[src/shared/dbdma_cfg.svh]
// Offsets, field positions, reset values and timing counts of the dual-channel DMA host controller.
// Assumes a 10 MHz controller clock; times are in nanoseconds.
`ifndef DBDMA_CFG_SVH
`define DBDMA_CFG_SVH

`define DBDMA_CLK_MHZ 10
// Software register byte offsets on APB
`define DBDMA_A_CTRL 8'h00
`define DBDMA_A_MODE 8'h04
`define DBDMA_A_LADDR 8'h08
`define DBDMA_A_RADDR 8'h0C
`define DBDMA_A_LCFG 8'h10
`define DBDMA_A_RCFG 8'h14
`define DBDMA_A_COUNT 8'h18
`define DBDMA_A_DCMD 8'h1C
`define DBDMA_A_STAT 8'h20
`define DBDMA_A_XWAIT 8'h24
// Control register bits (write-only pulses)
`define DBDMA_CTRL_GO 0
`define DBDMA_CTRL_HALT 1
`define DBDMA_CTRL_RESUME 2
// Mode register fields
`define DBDMA_MODE_LO 0
`define DBDMA_MODE_HI 1
`define DBDMA_MODE_DWR 2
`define DBDMA_MODE_MULTI 3
`define DBDMA_MODE_IRQ 4
`define DBDMA_M_SINGLE 2'h0
`define DBDMA_M_TRACK 2'h1
`define DBDMA_M_NOTRACK 2'h2
// Status register bits
`define DBDMA_ST_BUSY 0
`define DBDMA_ST_DONE 1
`define DBDMA_ST_ERR 2
`define DBDMA_ST_HALTED 3
// Device register indices on the device's own port
`define DBDMA_D_LADDR0 6'h00
`define DBDMA_D_LADDR1 6'h01
`define DBDMA_D_RADDR0 6'h02
`define DBDMA_D_RADDR1 6'h03
`define DBDMA_D_LCFG 6'h04
`define DBDMA_D_RCFG 6'h05
`define DBDMA_D_NSO 6'h06
`define DBDMA_D_SC 6'h07
`define DBDMA_D_OC 6'h08
`define DBDMA_D_DC 6'h09
`define DBDMA_D_STATUS 6'h0A
// Local transfer configuration bits
`define DBDMA_L_ENABLE 0
`define DBDMA_L_WORD 1
`define DBDMA_L_SWAP 2
`define DBDMA_L_SLOW 3
`define DBDMA_L_LONG 4
// Remote transfer configuration bits
`define DBDMA_R_ENABLE 0
`define DBDMA_R_WORD 1
`define DBDMA_R_SLOW 2
`define DBDMA_R_XWAIT 3
`define DBDMA_R_TRACK 4
// Operation command bits
`define DBDMA_OC_IRQ 0
`define DBDMA_OC_RIN 1
`define DBDMA_OC_ROUT 2
// Device status bits
`define DBDMA_DS_ERR 0
`define DBDMA_DS_NEXT 7
// Load sequence
`define DBDMA_STEP_LAST 4'h9
// Device port timing
`define DBDMA_STROBE_NS 300
`define DBDMA_RECOV_NS 100
`define DBDMA_STROBE_CYC ((`DBDMA_STROBE_NS * `DBDMA_CLK_MHZ + 999) / 1000)
`define DBDMA_RECOV_CYC ((`DBDMA_RECOV_NS * `DBDMA_CLK_MHZ + 999) / 1000)
`define DBDMA_XWAIT_RST 8'h04

`endif

[src/shared/dbdma_pkg.sv]
// Types shared by the dual-channel DMA host controller and its helpers.
// Assumes dbdma_cfg.svh is on the include path.
`include "dbdma_cfg.svh"

package dbdma_pkg;

  typedef struct packed {
    logic skip;
    logic write;
    logic [5:0] addr;
    logic [7:0] wdata;
  } dbdma_devreq_type;

  typedef enum logic [1:0] {DP_IDLE, DP_SETUP, DP_STROBE, DP_RECOV} dbdma_dp_phase_type;

  typedef struct packed {
    dbdma_dp_phase_type phase;
    logic [3:0] cnt;
    dbdma_devreq_type cmd;
    logic busy;
    logic done;
    logic cs_n;
    logic rd_n;
    logic wr_n;
    logic oe;
    logic [7:0] d1;
    logic [7:0] d2;
    logic [7:0] d3;
    logic [7:0] rdata;
  } dbdma_dp_type;

  typedef struct packed {
    logic q1;
    logic q2;
    logic q3;
    logic level;
  } dbdma_sync_type;

  typedef enum logic [2:0] {
    ST_IDLE, ST_LOAD, ST_LOAD_WAIT, ST_RUN, ST_STAT_WAIT, ST_OC_WAIT
  } dbdma_state_type;

  typedef struct packed {
    dbdma_state_type st;
    logic [3:0] step;
    logic [1:0] mode;
    logic disk_wr;
    logic multi;
    logic irq_en;
    logic [15:0] laddr;
    logic [15:0] raddr;
    logic [7:0] lcfg;
    logic [7:0] rcfg;
    logic [7:0] sector_operations_counter;
    logic [7:0] sc;
    logic [7:0] dcmd;
    logic [7:0] xwait;
    logic [7:0] dstat;
    logic busy;
    logic done;
    logic err;
    logic halted;
    logic halt_pend;
    logic resume_pend;
    logic req;
    dbdma_devreq_type dreq;
    logic lgnt;
    logic rgnt;
    logic ext_st;
    logic [7:0] wcnt;
    logic pready;
    logic pslverr;
    logic [31:0] prdata;
  } dbdma_top_type;

endpackage

[src/rtl/dbdma_sync3.sv]
// Three-stage synchroniser for one pin level.
// Assumes the input is asynchronous to i_ref_clk; the level moves once stages two and three agree.
`timescale 1ns/10ps
`default_nettype none

module dbdma_sync3 (
  input wire logic i_ref_clk,
  input wire logic i_arst_n,
  input wire logic i_pin,
  output logic o_level
);

  dbdma_pkg::dbdma_sync_type s_q;
  dbdma_pkg::dbdma_sync_type s_d;

  always_comb begin
    s_d = s_q;
    s_d.q1 = i_pin;
    s_d.q2 = s_q.q1;
    s_d.q3 = s_q.q2;
    if (s_q.q2 == s_q.q3) begin
      s_d.level = s_q.q3;
    end
  end

  always_ff @(posedge i_ref_clk or negedge i_arst_n) begin
    if (!i_arst_n) begin
      s_q <= '0;
    end else begin
      s_q <= s_d;
    end
  end

  assign o_level = s_q.level;

endmodule // dbdma_sync3

`default_nettype wire

[src/rtl/dbdma_devport.sv]
// Register cycle engine for the device's own microprocessor port.
// Assumes one request at a time, issued only while o_busy is low; read data is stable during the strobe.
`timescale 1ns/10ps
`default_nettype none
`include "dbdma_cfg.svh"

module dbdma_devport #(
  parameter int unsigned STROBE_CYC = `DBDMA_STROBE_CYC,
  parameter int unsigned RECOV_CYC = `DBDMA_RECOV_CYC
) (
  input wire logic i_ref_clk,
  input wire logic i_arst_n,
  input wire logic i_req,
  input wire dbdma_pkg::dbdma_devreq_type i_cmd,
  output logic o_busy,
  output logic o_done,
  output logic [7:0] o_rdata,
  output logic o_dev_cs_n,
  output logic o_dev_rd_n,
  output logic o_dev_wr_n,
  output logic [5:0] o_dev_addr,
  output logic [7:0] o_dev_data_o,
  output logic o_dev_data_oe,
  input wire logic [7:0] i_dev_data_i
);

  localparam logic [3:0] STROBE_LAST = 4'(STROBE_CYC - 1);
  localparam logic [3:0] RECOV_LAST = 4'(RECOV_CYC - 1);

  dbdma_pkg::dbdma_dp_type s_q;
  dbdma_pkg::dbdma_dp_type s_d;

  always_comb begin
    s_d = s_q;
    s_d.done = 1'b0;
    // Bus sampled through three stages like any other pin
    s_d.d1 = i_dev_data_i;
    s_d.d2 = s_q.d1;
    s_d.d3 = s_q.d2;
    case (s_q.phase)
      dbdma_pkg::DP_IDLE: begin
        if (i_req) begin
          s_d.cmd = i_cmd;
          s_d.busy = 1'b1;
          s_d.cs_n = 1'b0;
          s_d.oe = i_cmd.write;
          s_d.phase = dbdma_pkg::DP_SETUP;
        end
      end
      dbdma_pkg::DP_SETUP: begin
        s_d.rd_n = s_q.cmd.write;
        s_d.wr_n = ~s_q.cmd.write;
        s_d.cnt = '0;
        s_d.phase = dbdma_pkg::DP_STROBE;
      end
      dbdma_pkg::DP_STROBE: begin
        s_d.cnt = s_q.cnt + 4'h1;
        // Extra strobe cycle while the read bus is still settling
        if (s_q.cnt >= STROBE_LAST && (s_q.cmd.write || s_q.d2 == s_q.d3)) begin
          s_d.rdata = s_q.d3;
          s_d.rd_n = 1'b1;
          s_d.wr_n = 1'b1;
          s_d.cnt = '0;
          s_d.phase = dbdma_pkg::DP_RECOV;
        end
      end
      dbdma_pkg::DP_RECOV: begin
        s_d.cs_n = 1'b1;
        s_d.oe = 1'b0;
        s_d.cnt = s_q.cnt + 4'h1;
        if (s_q.cnt >= RECOV_LAST) begin
          s_d.busy = 1'b0;
          s_d.done = 1'b1;
          s_d.phase = dbdma_pkg::DP_IDLE;
        end
      end
      default: begin
        s_d.phase = dbdma_pkg::DP_IDLE;
      end
    endcase
  end

  always_ff @(posedge i_ref_clk or negedge i_arst_n) begin
    if (!i_arst_n) begin
      s_q <= '0;
      s_q.cs_n <= 1'b1;
      s_q.rd_n <= 1'b1;
      s_q.wr_n <= 1'b1;
      s_q.phase <= dbdma_pkg::DP_IDLE;
    end else begin
      s_q <= s_d;
    end
  end

  assign o_busy = s_q.busy;
  assign o_done = s_q.done;
  assign o_rdata = s_q.rdata;
  assign o_dev_cs_n = s_q.cs_n;
  assign o_dev_rd_n = s_q.rd_n;
  assign o_dev_wr_n = s_q.wr_n;
  assign o_dev_addr = s_q.cmd.addr;
  assign o_dev_data_o = s_q.cmd.wdata;
  assign o_dev_data_oe = s_q.oe;

endmodule // dbdma_devport

`default_nettype wire

[src/rtl/dbdma_host.sv]
// Host controller for a disk-buffer dual-channel DMA device: programs it, arbitrates its bus, reads status.
// Assumes software on APB, the device register port on the dev pins, and asynchronous device pins.
//
// The register offsets and register access over APB were left to the implementer.
`timescale 1ns/10ps
`default_nettype none
`include "dbdma_cfg.svh"

// Functional notes
// - Controller holds external status asserted to stretch a remote cycle when enabled.
// - Controller loads local config fully before a local-only operation.
// - Device raises local request; controller grants the bus to it.
// - On interrupt, controller reads status; next-command flag marks completion.
// - Tracking needs both channel enables and tracking bit set by controller.
// - Tracking needs long address bit cleared by controller.
// - Tracking loads both address counters with the same buffer start address.
// - Multi-sector loads operations and sector counters; single loads only sector counter.
// - Controller grants bus to whichever local or remote request is raised.
// - Non-tracking channels run independently; controller keeps buffers from overlapping (not checked here: raddr and laddr are loaded as software wrote them).
// - Interrupt enable written in operation command before the drive command.
module dbdma_host (
  input wire logic i_ref_clk,
  input wire logic i_arst_n,
  input wire logic i_psel,
  input wire logic i_penable,
  input wire logic i_pwrite,
  input wire logic [7:0] i_paddr,
  input wire logic [31:0] i_pwdata,
  output logic o_pready,
  output logic o_pslverr,
  output logic [31:0] o_prdata,
  output logic o_busy,
  output logic o_dev_cs_n,
  output logic o_dev_rd_n,
  output logic o_dev_wr_n,
  output logic [5:0] o_dev_addr,
  output logic [7:0] o_dev_data_o,
  output logic o_dev_data_oe,
  input wire logic [7:0] i_dev_data_i,
  input wire logic i_dev_irq,
  input wire logic i_local_bus_request,
  input wire logic i_remote_bus_request,
  output logic o_local_grant,
  output logic o_remote_grant,
  output logic o_ext_status
);

  dbdma_pkg::dbdma_top_type s_q;
  dbdma_pkg::dbdma_top_type s_d;

  logic dp_busy;
  logic dp_done;
  logic [7:0] dp_rdata;
  logic irq_lvl;
  logic lrq_lvl;
  logic rrq_lvl;

  ////////////////////////////////////////////////////////////////////////////
  // Pin synchronisers and device port

  dbdma_sync3 u_sync_irq (
    .i_ref_clk(i_ref_clk),
    .i_arst_n(i_arst_n),
    .i_pin(i_dev_irq),
    .o_level(irq_lvl)
  );

  dbdma_sync3 u_sync_lrq (
    .i_ref_clk(i_ref_clk),
    .i_arst_n(i_arst_n),
    .i_pin(i_local_bus_request),
    .o_level(lrq_lvl)
  );

  dbdma_sync3 u_sync_rrq (
    .i_ref_clk(i_ref_clk),
    .i_arst_n(i_arst_n),
    .i_pin(i_remote_bus_request),
    .o_level(rrq_lvl)
  );

  dbdma_devport u_devport (
    .i_ref_clk(i_ref_clk),
    .i_arst_n(i_arst_n),
    .i_req(s_q.req),
    .i_cmd(s_q.dreq),
    .o_busy(dp_busy),
    .o_done(dp_done),
    .o_rdata(dp_rdata),
    .o_dev_cs_n(o_dev_cs_n),
    .o_dev_rd_n(o_dev_rd_n),
    .o_dev_wr_n(o_dev_wr_n),
    .o_dev_addr(o_dev_addr),
    .o_dev_data_o(o_dev_data_o),
    .o_dev_data_oe(o_dev_data_oe),
    .i_dev_data_i(i_dev_data_i)
  );

  ////////////////////////////////////////////////////////////////////////////
  // Operation command value for the current mode and direction

  function automatic logic [7:0] oc_value(input dbdma_pkg::dbdma_top_type s);
    logic [7:0] v;
    v = 8'h00;
    v[`DBDMA_OC_IRQ] = s.irq_en;
    if (s.mode != `DBDMA_M_SINGLE) begin
      // Disk write fills the buffer from the system port first
      v[`DBDMA_OC_RIN] = s.disk_wr;
      v[`DBDMA_OC_ROUT] = ~s.disk_wr;
    end
    return v;
  endfunction

  ////////////////////////////////////////////////////////////////////////////
  // Load sequence: address bytes, configs, counters, command word, drive command last

  function automatic dbdma_pkg::dbdma_devreq_type load_step(input dbdma_pkg::dbdma_top_type s);
    dbdma_pkg::dbdma_devreq_type r;
    logic [15:0] ra;
    logic [7:0] lc;
    logic [7:0] rc;
    logic single;
    r = '0;
    r.write = 1'b1;
    single = (s.mode == `DBDMA_M_SINGLE);
    ra = (s.mode == `DBDMA_M_TRACK) ? s.laddr : s.raddr;
    lc = s.lcfg;
    lc[`DBDMA_L_ENABLE] = 1'b1;
    rc = s.rcfg;
    if (s.mode != `DBDMA_M_SINGLE) begin
      rc[`DBDMA_R_ENABLE] = 1'b1;
    end
    rc[`DBDMA_R_TRACK] = (s.mode == `DBDMA_M_TRACK);
    if (s.mode == `DBDMA_M_TRACK) begin
      lc[`DBDMA_L_LONG] = 1'b0;
    end
    case (s.step)
      4'h0: begin
        r.addr = `DBDMA_D_LADDR0;
        r.wdata = s.laddr[7:0];
      end
      4'h1: begin
        r.addr = `DBDMA_D_LADDR1;
        r.wdata = s.laddr[15:8];
      end
      4'h2: begin
        r.addr = `DBDMA_D_RADDR0;
        r.wdata = ra[7:0];
        r.skip = single;
      end
      4'h3: begin
        r.addr = `DBDMA_D_RADDR1;
        r.wdata = ra[15:8];
        r.skip = single;
      end
      4'h4: begin
        r.addr = `DBDMA_D_LCFG;
        r.wdata = lc;
      end
      4'h5: begin
        r.addr = `DBDMA_D_RCFG;
        r.wdata = rc;
        r.skip = single;
      end
      4'h6: begin
        r.addr = `DBDMA_D_NSO;
        r.wdata = s.sector_operations_counter;
        r.skip = ~s.multi;
      end
      4'h7: begin
        r.addr = `DBDMA_D_SC;
        r.wdata = s.sc;
      end
      4'h8: begin
        r.addr = `DBDMA_D_OC;
        r.wdata = oc_value(s);
      end
      default: begin
        r.addr = `DBDMA_D_DC;
        r.wdata = s.dcmd;
      end
    endcase
    return r;
  endfunction

  ////////////////////////////////////////////////////////////////////////////
  // Next state

  always_comb begin
    logic acc;
    logic wr;
    logic [7:0] ocw;
    dbdma_pkg::dbdma_devreq_type ls;
    s_d = s_q;
    s_d.req = 1'b0;
    ocw = oc_value(s_q);
    ls = load_step(s_q);
    acc = i_psel & i_penable & s_q.pready;
    wr = acc & i_pwrite;

    // APB slave: one wait state, answer registered
    s_d.pready = i_psel & i_penable & ~s_q.pready;
    s_d.pslverr = 1'b0;
    s_d.prdata = 32'h00000000;
    if (i_psel & i_penable & ~s_q.pready) begin
      case (i_paddr)
        `DBDMA_A_CTRL: s_d.prdata = 32'h00000000;
        `DBDMA_A_MODE: s_d.prdata = {27'h0000000, s_q.irq_en, s_q.multi, s_q.disk_wr, s_q.mode};
        `DBDMA_A_LADDR: s_d.prdata = {16'h0000, s_q.laddr};
        `DBDMA_A_RADDR: s_d.prdata = {16'h0000, s_q.raddr};
        `DBDMA_A_LCFG: s_d.prdata = {24'h000000, s_q.lcfg};
        `DBDMA_A_RCFG: s_d.prdata = {24'h000000, s_q.rcfg};
        `DBDMA_A_COUNT: s_d.prdata = {16'h0000, s_q.sc, s_q.sector_operations_counter};
        `DBDMA_A_DCMD: s_d.prdata = {24'h000000, s_q.dcmd};
        `DBDMA_A_STAT: s_d.prdata = {16'h0000, s_q.dstat, 4'h0, s_q.halted, s_q.err, s_q.done, s_q.busy};
        `DBDMA_A_XWAIT: s_d.prdata = {24'h000000, s_q.xwait};
        default: s_d.pslverr = 1'b1;
      endcase
    end

    // Setup registers are frozen while an operation runs
    if (wr && !s_q.busy) begin
      case (i_paddr)
        `DBDMA_A_MODE: begin
          s_d.mode = i_pwdata[`DBDMA_MODE_HI:`DBDMA_MODE_LO];
          s_d.disk_wr = i_pwdata[`DBDMA_MODE_DWR];
          s_d.multi = i_pwdata[`DBDMA_MODE_MULTI];
          s_d.irq_en = i_pwdata[`DBDMA_MODE_IRQ];
        end
        `DBDMA_A_LADDR: s_d.laddr = i_pwdata[15:0];
        `DBDMA_A_RADDR: s_d.raddr = i_pwdata[15:0];
        `DBDMA_A_LCFG: s_d.lcfg = i_pwdata[7:0];
        `DBDMA_A_RCFG: s_d.rcfg = i_pwdata[7:0];
        `DBDMA_A_COUNT: begin
          s_d.sector_operations_counter = i_pwdata[7:0];
          s_d.sc = i_pwdata[15:8];
        end
        `DBDMA_A_DCMD: s_d.dcmd = i_pwdata[7:0];
        `DBDMA_A_XWAIT: s_d.xwait = i_pwdata[7:0];
        default: begin
        end
      endcase
    end
    // Write one to clear; a new result landing this cycle overrides it below
    if (wr && i_paddr == `DBDMA_A_STAT) begin
      if (i_pwdata[`DBDMA_ST_DONE]) s_d.done = 1'b0;
      if (i_pwdata[`DBDMA_ST_ERR]) s_d.err = 1'b0;
    end
    if (wr && i_paddr == `DBDMA_A_CTRL) begin
      if (i_pwdata[`DBDMA_CTRL_GO] && !s_q.busy) begin
        s_d.busy = 1'b1;
        s_d.halted = 1'b0;
        s_d.step = 4'h0;
        s_d.st = dbdma_pkg::ST_LOAD;
      end
      if (i_pwdata[`DBDMA_CTRL_HALT] && s_q.busy && s_q.mode == `DBDMA_M_NOTRACK) begin
        s_d.halt_pend = 1'b1;
      end
      if (i_pwdata[`DBDMA_CTRL_RESUME] && s_q.halted) begin
        s_d.resume_pend = 1'b1;
      end
    end

    // Bus arbitration: hold a grant until its request drops
    if (s_q.lgnt) begin
      s_d.lgnt = lrq_lvl;
    end else if (s_q.rgnt) begin
      s_d.rgnt = rrq_lvl;
    end else if (lrq_lvl) begin
      s_d.lgnt = 1'b1;
    end else if (rrq_lvl) begin
      s_d.rgnt = 1'b1;
      s_d.wcnt = s_q.xwait;
    end
    // External status stretches each remote cycle by the programmed count
    s_d.ext_st = 1'b0;
    if (s_q.rgnt && s_d.rgnt && s_q.rcfg[`DBDMA_R_XWAIT] && s_q.wcnt != 8'h00) begin
      s_d.ext_st = 1'b1;
      s_d.wcnt = s_q.wcnt - 8'h01;
    end

    case (s_q.st)
      dbdma_pkg::ST_IDLE: begin
      end
      dbdma_pkg::ST_LOAD: begin
        if (ls.skip) begin
          s_d.step = s_q.step + 4'h1;
        end else if (!dp_busy) begin
          s_d.dreq = ls;
          s_d.req = 1'b1;
          s_d.st = dbdma_pkg::ST_LOAD_WAIT;
        end
      end
      dbdma_pkg::ST_LOAD_WAIT: begin
        if (dp_done) begin
          s_d.step = s_q.step + 4'h1;
          s_d.st = (s_q.step == `DBDMA_STEP_LAST) ? dbdma_pkg::ST_RUN : dbdma_pkg::ST_LOAD;
        end
      end
      dbdma_pkg::ST_RUN: begin
        if (irq_lvl && !dp_busy) begin
          s_d.dreq = '0;
          s_d.dreq.addr = `DBDMA_D_STATUS;
          s_d.req = 1'b1;
          s_d.st = dbdma_pkg::ST_STAT_WAIT;
        end else if ((s_q.halt_pend || s_q.resume_pend) && !dp_busy) begin
          s_d.dreq = '0;
          s_d.dreq.write = 1'b1;
          s_d.dreq.addr = `DBDMA_D_OC;
          // Both start bits stop the remote channel; the original word restarts it
          s_d.dreq.wdata = s_q.halt_pend ? (ocw | 8'h06) : ocw;
          s_d.halted = s_q.halt_pend;
          s_d.halt_pend = 1'b0;
          s_d.resume_pend = 1'b0;
          s_d.req = 1'b1;
          s_d.st = dbdma_pkg::ST_OC_WAIT;
        end
      end
      dbdma_pkg::ST_STAT_WAIT: begin
        if (dp_done) begin
          s_d.dstat = dp_rdata;
          s_d.st = dbdma_pkg::ST_RUN;
          if (dp_rdata[`DBDMA_DS_ERR]) begin
            s_d.err = 1'b1;
            s_d.busy = 1'b0;
            s_d.st = dbdma_pkg::ST_IDLE;
          end else if (dp_rdata[`DBDMA_DS_NEXT]) begin
            s_d.done = 1'b1;
            s_d.busy = 1'b0;
            s_d.st = dbdma_pkg::ST_IDLE;
          end
        end
      end
      dbdma_pkg::ST_OC_WAIT: begin
        if (dp_done) begin
          s_d.st = dbdma_pkg::ST_RUN;
        end
      end
      default: begin
        s_d.st = dbdma_pkg::ST_IDLE;
      end
    endcase
    if (!s_d.busy) begin
      s_d.halt_pend = 1'b0;
      s_d.resume_pend = 1'b0;
    end
  end

  ////////////////////////////////////////////////////////////////////////////
  // State register

  always_ff @(posedge i_ref_clk or negedge i_arst_n) begin
    if (!i_arst_n) begin
      s_q <= '0;
      s_q.st <= dbdma_pkg::ST_IDLE;
      s_q.xwait <= `DBDMA_XWAIT_RST;
    end else begin
      s_q <= s_d;
    end
  end

  assign o_pready = s_q.pready;
  assign o_pslverr = s_q.pslverr;
  assign o_prdata = s_q.prdata;
  assign o_busy = s_q.busy;
  assign o_local_grant = s_q.lgnt;
  assign o_remote_grant = s_q.rgnt;
  assign o_ext_status = s_q.ext_st;

endmodule // dbdma_host

`default_nettype wire

[config.mk]
export PLATFORM = sky130hd
export DESIGN_NAME = dbdma_host
export DESIGN_NICKNAME = d
export VERILOG_FILES = /design/src/shared/dbdma_pkg.sv /design/src/rtl/dbdma_sync3.sv /design/src/rtl/dbdma_devport.sv /design/src/rtl/dbdma_host.sv
export VERILOG_INCLUDE_DIRS = /design/src /design/src/shared
export SDC_FILE = /design/constraint.sdc
export NUM_CORES = 1
export LEC_CHECK = 0
export ABC_AREA = 0
export BUFFER_PORTS_ARGS = -buffer_cell sky130_fd_sc_hd__buf_4
export CAP_MARGIN = 20
export CORE_MARGIN = 5
export CORE_UTILIZATION = 55
export CTS_CLUSTER_SIZE = 14
export DETAILED_ROUTE_END_ITERATION = 8
export PLACE_DENSITY = 0.75
export SETUP_SLACK_MARGIN = 0.15
export SYNTH_ARGS = -nofsm -noshare
export SYNTH_HDL_FRONTEND = slang
export SYNTH_SLANG_ARGS = --single-unit
[constraint.sdc]
create_clock -name i_ref_clk -period 2.3 [get_ports i_ref_clk]
set_clock_uncertainty 0.1 [all_clocks]
set_input_delay 0.23 -clock i_ref_clk [delete_from_list [all_inputs] [get_ports i_ref_clk]]
set_output_delay 0.23 -clock i_ref_clk [all_outputs]
set_load 0.005 [all_outputs]
### Word-level counts from Yosys, hierarchy flattened

Cells that the tools add are included.

* register bits after elaboration: 238
* input port bits: 56

* add/subtract/negate cells: 3
* $lt $le $gt $ge: 2
* equal/unequal tests: 41
* multiplexer cells: 75
* bitwise logic cells: 8
* reduce and logical (&&, ||, !) cells: 48

Operators by type and width (number)
* $pmux 16 s9: 1
* $pmux 12 s9: 1
* $mux 17: 3
* $mux 3: 12
* $pmux 17 s2: 1
* $mux 33: 1
* $eq 8x5->1 const B: 4
* $mux 8: 4
* $reduce_and 2->1: 13
* $mux 1: 24
* $mux 2: 11
* $mux 7: 3
* $mux 20: 1
* $pmux 3 s6: 1
* $eq 4x3->1 const B: 4
* $eq 8x4->1 const B: 2
* $eq 8x6->1 const B: 2
* $mux 16: 1
* $logic_and 1x1->1: 13
* $pmux 4 s3: 1
* $reduce_bool 2->1: 5
* $reduce_or 10->1: 1
* $mux 9: 1
* $add 4x1->4 const B: 2
* other kinds (36): 65

### Depth between registers and ports, before layout

Gate-level depths: netlist of run 1.

* depth after elaboration: 10
* depth in mapped cells: 8
* mapped depth without buffers: 8

### Modules after synthesis

Synthesis of run 1 repeated with hierarchy kept, for this count alone.

* cell total of the unflattened synthesis: 930
* area, all modules: 10458.8 µm²

By module, submodules not included
* dbdma_host: times used 1, cells an instance 724, area each 7851.3 µm², seq. area each 3729.8 µm²
* dbdma_devport: times used 1, cells an instance 191, area each 2273.4 µm², seq. area each 1480.2 µm²
* dbdma_sync3: times used 3, cells an instance 5, area each 111.4 µm², seq. area each 100.1 µm²

### Least setup slack after synthesis of run 1

OpenSTA, ideal clock, no wires.

* path type: register to register
* start: register s_q[161] (netlist bit)
* end: register s_q[165] (netlist bit)
* data arrival time: 1.883 ns
* data required time: 2.074 ns
* path slack: 0.191 ns
* cell stages (with the launch flop): 8
* path buffers: 1
* period minus slack after synthesis: 2.109 ns
* cells stage by stage: dfrtp_1 > ha_1 > buf_2 > nor3_1 > o32a_1 > nor2_1 > a2111o_1 > a221o_1

RTL lines
* from (decl): RTL line dbdma_host.sv:48 `dbdma_pkg::dbdma_top_type s_q;`

### Final worst setup path of run 1

* start: register s_q[161] (netlist bit)
* end: register s_q[48] (netlist bit)

* longest elaborated chain between the ends: 5
* elaborated cells on any way between the ends: 17
* those cells by class: eq/ne (9); mux (5); reduce/logical (3)

RTL lines (RTL line)
* $eq 4x4->1, or another cell as far along
* $pmux 12 s9 or $reduce_or 3->1 (tied branches)
* $mux 17 or $pmux 1 s2 (tied branches): dbdma_host.sv:288, dbdma_host.sv:137
* $mux 17 or $ne 2x2->1 (tied branches)
* $pmux 17 s2 or $reduce_and 4->1 (tied branches)

Several ways; a longest one is shown, not always the timed one. The select of a mux whose other input is x is not followed.
A chain may end at the register's enable or synchronous reset.

==> results of run 1 <==
power by group:
part | internal, mW | switching (mW) | total (mW)
clock | 2.42 | 1.53 | 3.95
combinational | 0.309 | 0.385 | 0.694
sequential | 3.97 | 0.112 | 4.09
total | 6.70 | 2.03 | 8.73
state kept, by name, summed over array words and instances, names as in the netlist, 2 cells and up:
signal,count
s_q,127
u_sync_irq.s_d,2
u_devport.o_rdata,8
u_devport.o_dev_addr,4
u_devport.o_dev_data_o,8
u_sync_lrq.s_d,2
u_devport.s_q,15
o_prdata,16
u_devport.s_d,16
u_sync_rrq.s_d,2
cell type report:
type	count	area share
multi-input combinational	599	0.353
tap	234	0.0231
sequential	218	0.431
clock inverter	9	0.0108
timing repair buffer	178	0.123
clock buffer	34	0.0543
inverter	15	0.00444
kinds of logic after synthesis:
| family | count (synthesis) |
|---|---|
| AO/OA/AOI/OAI | 180 |
| XOR/XNOR | 11 |
| adder cells (fa/ha/maj) | 11 |
| buffers and inverters | 101 |
| flip-flops | 218 |
| multiplexers | 130 |
| other | 1 |
| AND/OR/NAND/NOR | 249 |
cell usage in the layout (no fill, tap or decap), types with 9 or more instances in the layout:
cell type      instances
a22o_1                25
nor2_1                45
dlygate4sd3_1         30
o21ai_0               18
a31oi_1               11
a21oi_1               29
nor2b_1                9
mux2i_1               20
o22ai_1                9
mux2_1                10
buf_4                135
dfrtp_1              211
inv_1                 12
mux2_2                98
a22oi_1               11
conb_1                18
nand2_1               99
nand3_1               21
nand2b_1              10
clkbuf_16             26
a222oi_1               9
what timing repair did:
action,in CTS,in global routing
gates resized for setup,9,30
pin swaps,1,6
hold buffers,30,0
gates cloned,0,2
endpoints found under the setup margin,8,24
buffers inserted,1,6
endpoints found under the hold margin,164,0
critical path: cells and delay by family, from the launching register on:
| family | cells | cell delay [ns] |
|---|---|---|
| AOI/OAI and AO/OA | 3 | 0.81 |
| DFF | 1 | 0.46 |
| buffers and inverters | 3 | 0.38 |
| adders and majority gates | 1 | 0.20 |
| and+or+nand+nor | 2 | 0.12 |
worst min path at each step:
stage / cells past startpoint / slack (ns) / start / to
after global placement: 1 / 0.15 / i_arst_n / u_devport.s_q[56]
after floorplan: 0 / -0.17 / i_arst_n / o_busy
final: 3 / 0.05 / i_paddr[5] / o_pslverr
after CTS: 3 / 0.02 / i_paddr[5] / o_pslverr
after global routing: 3 / 0.08 / i_paddr[5] / o_pslverr
after detailed placement: 1 / 0.15 / i_arst_n / u_devport.o_dev_addr[0]
stage by stage:
step                cells  area [µm²]  worst slack (ns)
CTS                  1279       12400             0.170
finish               1287       12700             0.145
detailed placement   1205       11300            0.0413
global placement     1205       11300            0.0543
global route         1287       12700            0.0624
floorplan             918       10400             0.191
cells in the mapped netlist (5+ instances only):
library cell  number  share of area
a211oi_1           5         0.0036
a21oi_1           30          0.015
a222oi_1           9         0.0087
a22o_1            25          0.021
a22oi_1           11         0.0080
a31oi_1           13         0.0079
a32oi_1            5         0.0042
and2_1             6         0.0036
buf_2             10         0.0048
buf_4             48          0.035
clkbuf_1          20         0.0073
dfrtp_1          214           0.52
ha_1               8         0.0097
inv_1             14         0.0051
mux2_1            10          0.011
mux2_2            98           0.11
mux2i_1           20          0.019
nand2_1          100          0.036
nand2b_1          10         0.0060
nand3_1           21          0.010
nand4_1            5         0.0030
nor2_1            47          0.017
nor2b_1           11         0.0067
nor3_1             7         0.0034
nor3_2             5         0.0048
nor4_1             8         0.0048
o21ai_0           22          0.011
o22ai_1            9         0.0054
o31ai_1            7         0.0051
xor2_1             8         0.0068
routing by layer:
layer	GRT usage	part of all wire
met5	0	0
met1	0.348	0.41
met2	0.405	0.48
met4	0.0825	0.039
met3	0.0404	0.072
==> flow_metrics.py, run 1 <==
metrics = {
    "status": {
        "status": "completed",
    },
    "critical_path": {
        "r2r-end": "s_q[48]",
        "crit_start": "s_q[161]",
        "cp_max_fo": 7,
        "path_cells": "inv_2 > ha_4 > nor3_2 > o32a_1 > o21ai_4 > buf_12 > buf_4 > nand3_1 > o31ai_1",
        "arrival_ns": 2.47,
        "crit_slowest_cell": "dfrtp_2",
        "cp.required_ns": 2.61,
        "crit_type": "flip-flop to flip-flop",
        "r2r_slack_ns": 0.14,
        "critical_path.max_stage_delay_ns": 0.46,
        "cp-endpoint": "s_q[48]",
        "worstSetupEndpointType": "flip-flop",
        "worstRegToRegCells": 9,
        "r2r-start": "s_q[161]",
        "cp-start-kind": "flip-flop",
    },
    "floorplanning": {
        "dieArea_um2": 21700,
        "placementRows": 50,
        "io_pins": 112,
        "die_w_um": 147,
        "start_util": 0.555,
        "die_y_um": 147,
        "core_area_um2": 18600,
    },
    "clock_tree": {
        "clk_latency_ns": 0.52,
        "cts_buffers": 24,
        "cts_tree": "done",
        "clock_sinks": 218,
        "clockRootBuffer": "clkbuf_16",
        "clock_path_buffers": 3,
        "clk_pin_slew_worst_paths_ns": 0.06,
        "htree_levels": 1,
    },
    "synthesis": {
        "synth_mux_area_frac": 0.141,
        "synth_top_family_by_area": "multiplexers",
        "ys_ff_latch": 218,
        "synth_compound_area_frac": 0.130,
        "synth-simple-area-share": 0.120,
        "syn_inst": 901,
        "seq_area_frac_synth": 0.528,
        "ys_warn_count": 0,
        "avgSynthCellArea_um2": 11.5,
        "synth-edff-count": 0,
        "synth-xor-area-share": 0.00931,
        "async_flop_share": 1.00,
        "synth-main-ff-cell": "dfrtp_1",
        "yosysUniqueCellTypes": 79,
        "yosys.area_share.adder": 0.0126,
        "syn_area_um2": 10300,
    },
    "layout": {
        "area_growth_pct": 22.6,
        "nFillCells": 1377,
        "diodes": 0,
        "final-seq-area_um2": 5460,
        "nets": 1100,
        "multi_input_area_um2": 4480,
        "drive_gt1_frac": 0.323,
        "fin_util": 0.680,
    },
    "route": {
        "dr.pass1.iters": 5,
        "drt-total-wl_um": 27800,
        "viasPerCell": 6.15,
        "ant_nets": 0,
        "first_iter_violations": 916,
        "wire_per_inst_um": 21.6,
        "vias": 7920,
        "drc": 0,
    },
    "timing": {
        "period_minus_slack_ns": 2.16,
        "setup_viol": 0,
        "fin_setup_tns_ns": 0,
        "final-hold-violation-count": 0,
        "slew_headroom": 0.610,
        "fmax_mhz": 464,
        "rsz0062_at_grt": "yes",
        "fin_crit_sh": 0.937,
        "tightest_slew_ns": 0.584,
        "drv_slew": 0,
        "hold-worst-slack_ns": 0.0459,
    },
    "hold_path": {
        "hold_path.class": "primary input to flip-flop",
    },
    "placed_design": {
        "dp_hpwl_um": 19000,
        "place.gp.congestion": 0.938,
        "io_buffers": 77,
    },
    "global_routing": {
        "first_global_vias": 7769,
        "track_usage": 0.250,
        "grt_overflow": 0,
        "grt_pass1_wl_um": 43400,
        "antenna_found_initial": 0,
        "grt_max_degree": 73,
    },
    "job": {
        "drv_cap": 0,
    },
    "pwr": {
        "peakVddDrop_uv": 613,
        "p_total_mw": 8.73,
        "p_leak_nw": 5.97,
        "power_density_nw_per_um2": 689,
    },
}
(Power assumes the default switching activity.)
==> inputs of run 2 (changes only) <==
--- a/config.mk
+++ b/config.mk
@@ -13,7 +13,7 @@
 export CORE_UTILIZATION = 55
 export CTS_CLUSTER_SIZE = 14
 export DETAILED_ROUTE_END_ITERATION = 8
-export PLACE_DENSITY = 0.75
+export PLACE_DENSITY = 0.73
 export SETUP_SLACK_MARGIN = 0.15
 export SYNTH_ARGS = -nofsm -noshare
 export SYNTH_HDL_FRONTEND = slang
==> run 2 against run 1 <==
Net effect:
- design area shrank 0.40%
- hold slack lost 0.017 ns
- critical path depth shrank 3
- fmax grew 2.8%
- register-to-register slack gained 0.06 ns
- total power grew 5.3%
- worst setup slack gained 0.059 ns
- first-iteration DRC count shrank 15%
- final cell count shrank 0.39%
- critical endpoint is now u_devport.o_rdata[5]
==> flow_metrics.py, run 2 (synthesis gave the netlist of run 1 again) <==
metrics = {
    "placed_design": {
        "dp_hpwl_um": 19200,
        "place.gp.congestion": 0.892,
        "place_inst": 1206,
        "io_buffers": 77,
        "place_area_um2": 11300,
    },
    "pwr": {
        "peakVddDrop_uv": 645,
        "combPwrFrac": 0.076,
        "p_total_mw": 9.20,
        "power_density_nw_per_um2": 728,
        "clkPwrFrac": 0.480,
        "p_leak_nw": 5.96,
        "seqPwrFrac": 0.444,
        "switching_share": 0.225,
        "switchingPower_mw": 2.07,
        "p_int_mw": 7.13,
    },
    "layout": {
        "fin_util": 0.677,
        "largest_reg_flops": 127,
        "layout_commonest_cell": "dfrtp_1",
        "area_growth_pct": 22.1,
        "layout.cell_area.non_filler_um2": 12600,
        "final-seq-area_um2": 5460,
        "drive_gt1_frac": 0.320,
        "regMostFlops": "s_q",
        "layout.cells.non_filler": 1282,
        "multi_input_area_um2": 4440,
        "final_cell_mix": "dfrtp_1 (212), buf_4 (137), nand2_1 (100), mux2_2 (98), nor2_1 (46)",
        "nets": 1094,
        "nFillCells": 1348,
        "diodes": 0,
    },
    "timing": {
        "period_minus_slack_ns": 2.10,
        "drv_slew": 0,
        "final-hold-violation-count": 0,
        "tightest_slew_ns": 0.609,
        "slew_headroom": 0.594,
        "fin_crit_sh": 0.911,
        "setup_viol": 0,
        "fmax_mhz": 477,
        "fin_setup_tns_ns": 0,
        "rsz0062_at_grt": "yes",
    },
    "critical_path": {
        "arrival_ns": 2.38,
        "cp_top_family": "simple AND/OR/NAND/NOR gates",
        "cp_max_fo": 9,
        "path_cells": "xor2_1 > nor4_1 > a41o_1 > nand3_1 > buf_4 > mux2_2",
        "worstSetupEndpointType": "flip-flop",
        "critical_path.max_stage_delay_ns": 0.43,
        "cp-start-kind": "flip-flop",
        "critPathBufInv": 1,
        "cp.required_ns": 2.59,
        "crit_type": "flip-flop to flip-flop",
        "crit_slowest_cell": "nor4_1",
    },
    "clock_tree": {
        "htree_levels": 1,
        "clk_latency_ns": 0.51,
        "cts_buffers": 24,
        "cts_tree": "done",
        "clock_path_buffers": 3,
        "clock_sinks": 218,
        "clockRootBuffer": "clkbuf_16",
        "clk_pin_slew_worst_paths_ns": 0.06,
    },
    "global_routing": {
        "grt_overflow": 0,
        "first_global_vias": 7755,
        "track_usage": 0.251,
        "antenna_found_initial": 0,
        "grt_max_degree": 67,
        "grt_pass1_wl_um": 43800,
    },
    "status": {
        "status": "completed",
    },
    "floorplanning": {
        "core_area_um2": 18600,
        "die_w_um": 147,
        "placementRows": 50,
        "start_util": 0.555,
        "io_pins": 112,
        "die_y_um": 147,
        "dieArea_um2": 21700,
    },
    "route": {
        "ant_nets": 0,
        "dr.pass1.iters": 6,
        "drc": 0,
        "wire_per_inst_um": 21.3,
        "drt-total-wl_um": 27400,
        "vias": 7802,
        "viasPerCell": 6.09,
        "first_iter_violations": 783,
    },
    "job": {
        "drv_cap": 0,
    },
    "hold_path": {
        "hold_path.class": "primary input to flip-flop",
    },
}
[run 2: cell count changes in the layout (fill, tap and decap cells not counted), moves of 2 or more]
cell / delta
clkinv_2: +4
dlygate4sd3_1: -2
buf_4: +2
bufinv_16: +4
a31oi_1: +2
buf_12: -2
buf_6: -2
o21ai_0: +3
clkbuf_1: -5
o21ai_1: -3
a31oi_2: -2
clkbuf_8: -2
[run 2: layout make-up]
| type | instances | area share |
|---|---|---|
| Multi-Input combinational cell | 599 | 0.352 |
| Inverter | 15 | 0.00446 |
| Tap cell | 234 | 0.0232 |
| Clock inverter | 16 | 0.0207 |
| Sequential cell | 218 | 0.433 |
| Timing Repair Buffer | 172 | 0.114 |
| Clock buffer | 28 | 0.0528 |
[run 2: worst reg2reg max path: stages, from the launching register on]
cell and delay (ns):
dfrtp_1 0.40, xor2_1 0.19, nor4_1 0.43, a41o_1 0.28, nand3_1 0.09, buf_4 0.20, mux2_2 0.29
[run 2: worst paths after layout]
kind                                   start                   end  slack [ns]  cells past startpoint
max                         u_devport.s_q[9]  u_devport.o_rdata[5]        0.20                      6
min                                i_penable              o_pready        0.03                      4
max reg2reg                 u_devport.s_q[9]  u_devport.o_rdata[5]        0.20                      6
min reg2reg                u_sync_irq.s_d[2]     u_sync_irq.s_d[1]        0.25                      0
max in group asynchronous           i_arst_n  u_devport.o_dev_wr_n        1.33                      3
min in group asynchronous           i_arst_n     u_devport.s_q[54]        0.07                      2
[run 2: through the flow]
step	hold WS, ns	setup slack [ns]
floorplan	-0.166	0.191
global placement	0.00341	0.143
detailed placement	0.00479	0.0951
CTS	0.0164	0.155
global route	0.0496	0.133
finish	0.0292	0.204
[run 2: timing repair]
item                                    in CTS  in global routing
hold buffers                                28                  0
pin swaps                                    1                  8
endpoints found under the hold margin      311                  0
endpoints found under the setup margin       7                 16
gates resized for setup                      4                 22
buffers inserted                             0                  4
[run 2: power by group through the flow]
stage	combinational (mW)	sequential, mW	clock [mW]
finish	0.697	4.09	4.41
global route	0.779	4.11	4.66
CTS	0.696	4.09	4.49
detailed placement	0.646	4.16	0
global placement	0.629	4.15	0
floorplan	0.360	4.13	0
[run 2: layer usage]
metal,wire length [µm],part of all wire,vias up,global-route usage
met2,13400,0.49,316,0.410
met1,11800,0.43,3959,0.363
met4,458,0.017,0,0.0550
met5,0,0,-,0
li1,-,-,3480,-
met3,1730,0.063,47,0.0330
==> inputs of run 3 (changes only) <==
--- a/config.mk
+++ b/config.mk
@@ -9,11 +9,12 @@
 export ABC_AREA = 0
 export BUFFER_PORTS_ARGS = -buffer_cell sky130_fd_sc_hd__buf_4
 export CAP_MARGIN = 20
-export CORE_MARGIN = 5
-export CORE_UTILIZATION = 55
+export CORE_MARGIN = 2
+export CORE_UTILIZATION = 30
 export CTS_CLUSTER_SIZE = 14
 export DETAILED_ROUTE_END_ITERATION = 8
-export PLACE_DENSITY = 0.73
+export PLACE_DENSITY = 0.44
+export REMOVE_ABC_BUFFERS = 1
 export SETUP_SLACK_MARGIN = 0.15
 export SYNTH_ARGS = -nofsm -noshare
 export SYNTH_HDL_FRONTEND = slang
==> run 3 against run 2 <==
Net effect:
- sequential power barely moved
- global-route usage fell by 7.7 points
- register-to-register slack got worse by 0.07 ns
- die area rose by 66%
- largest cell class unchanged
- first-iteration DRC count fell by 60%
- via count fell by 2.2%
- flip-flop and latch count did not move
- worst setup slack got worse by 0.067 ns
- highest routed layer unchanged
==> flow_metrics.py, run 3 (synthesis gave the netlist of run 1 again) <==
metrics = {
    "floorplanning": {
        "dieArea_um2": 36000,
        "io_pins": 112,
        "die_y_um": 190,
        "die_w_um": 190,
        "core_area_um2": 34300,
        "start_util": 0.302,
        "placementRows": 68,
    },
    "global_routing": {
        "grt_pass1_wl_um": 47600,
        "track_usage": 0.174,
        "grt_overflow": 0,
        "antenna_found_initial": 1,
        "grt_max_degree": 54,
        "first_global_vias": 7729,
    },
    "clock_tree": {
        "cts_tree": "done",
        "htree_levels": 1,
        "clockRootBuffer": "clkbuf_16",
        "clk_latency_ns": 0.55,
        "clock_sinks": 218,
        "clock_path_buffers": 3,
        "clk_pin_slew_worst_paths_ns": 0.06,
        "cts_buffers": 28,
    },
    "timing": {
        "fmax_mhz": 462,
        "fin_crit_sh": 0.940,
        "rsz0062_at_grt": "yes",
        "tightest_slew_ns": 0.623,
        "drv_slew": 0,
        "fin_setup_tns_ns": 0,
        "timing.final.ws_setup_ns": 0.137,
        "setup_viol": 0,
        "hold-worst-slack_ns": 0.0493,
        "final-hold-violation-count": 0,
        "period_minus_slack_ns": 2.16,
        "slew_headroom": 0.584,
    },
    "critical_path": {
        "r2r-start": "s_q[162]",
        "cp_max_fo": 4,
        "crit_start": "s_q[162]",
        "r2r-end": "s_q[165]",
        "arrival_ns": 2.50,
        "worstSetupEndpointType": "flip-flop",
        "r2r_slack_ns": 0.14,
        "cp.required_ns": 2.64,
        "cp-start-kind": "flip-flop",
        "crit_type": "flip-flop to flip-flop",
        "worstRegToRegCells": 7,
    },
    "placed_design": {
        "pre_cts_ws_ns": 0.0273,
        "place.gp.congestion": 0.837,
        "dp_hpwl_um": 22200,
        "place_area_um2": 11600,
        "place_inst": 1432,
        "io_buffers": 77,
    },
    "route": {
        "drc": 0,
        "dr.pass1.iters": 5,
        "drt-total-wl_um": 30900,
        "vias": 7630,
        "ant_nets": 0,
        "viasPerCell": 5.01,
        "first_iter_violations": 312,
        "wire_per_inst_um": 20.3,
    },
    "layout": {
        "layout_commonest_cell": "dfrtp_1",
        "nets": 1112,
        "final_cell_mix": "dfrtp_1 (212), buf_4 (141), nand2_1 (100), mux2_2 (98), nor2_1 (46)",
        "largest_reg_flops": 127,
        "fin_util": 0.385,
        "area_growth_pct": 27.7,
        "diodes": 0,
        "regMostFlops": "s_q",
        "drive_gt1_frac": 0.331,
        "layout.cells.non_filler": 1524,
        "layout.cell_area.non_filler_um2": 13200,
    },
    "hold_path": {
        "worstHoldPathCells": 5,
        "hold_path_end": "s_q[65]",
        "hp-start": "i_pwrite",
        "hold_path.class": "primary input to flip-flop",
    },
    "pwr": {
        "p_leak_nw": 6.10,
        "p_total_mw": 9.61,
        "power_density_nw_per_um2": 728,
        "peakVddDrop_uv": 531,
    },
    "job": {
        "drv_cap": 0,
    },
    "status": {
        "status": "completed",
    },
}
-- run 3: area by class of cell --
type                            instances  area [µm²]
Clock inverter                         12         196
Sequential cell                       218        5460
Tap cell                              455         569
Fill cell                            3353       21100
Multi-Input combinational cell        599        4470
Inverter                               15        56.3
Clock buffer                           39         843
Timing Repair Buffer                  186        1620
-- run 3: how the worst max path moves through the flow --
stage	depth (start not counted)	endpoint
2_1_floorplan	7	s_q[59]
6_report	7	s_q[165]
3_5_place_dp	6	s_q[165]
3_3_place_gp	6	s_q[165]
4_1_cts	8	s_q[165]
5_1_grt	7	s_q[47]
-- run 3: repair_timing --
item | CTS | global route
hold buffers | 31 | 0
pin swaps | 4 | 4
endpoints found under the hold margin | 292 | 0
setup endpoints to repair | 11 | 49
gates resized for setup | 14 | 17
gates cloned | 1 | 0
buffers inserted | 0 | 9
-- run 3: layer usage --
metal	global-route usage	share of wire	up-vias	routed length, µm
met3	0.0225	0.033	33	1030
met2	0.288	0.48	136	14800
met1	0.239	0.47	3938	14500
li1	-	-	3523	-
met5	0	0	-	0
met4	0.0510	0.019	0	598
-- run 3: power by group --
group / leakage [nW] / internal [mW] / switching, mW / total (mW)
combinational: 2.67 / 0.308 / 0.397 / 0.705
sequential: 2.91 / 3.97 / 0.116 / 4.09
clock: 0.517 / 3.11 / 1.71 / 4.82
total: 6.10 / 7.39 / 2.22 / 9.61
-- run 3: critical path: stages, from the launching register on --
cell	delay, ns
dfrtp_2	0.45
buf_4	0.16
ha_4	0.17
nor3_1	0.23
o32a_4	0.29
nor2_1	0.06
a2111o_1	0.29
a221o_1	0.34
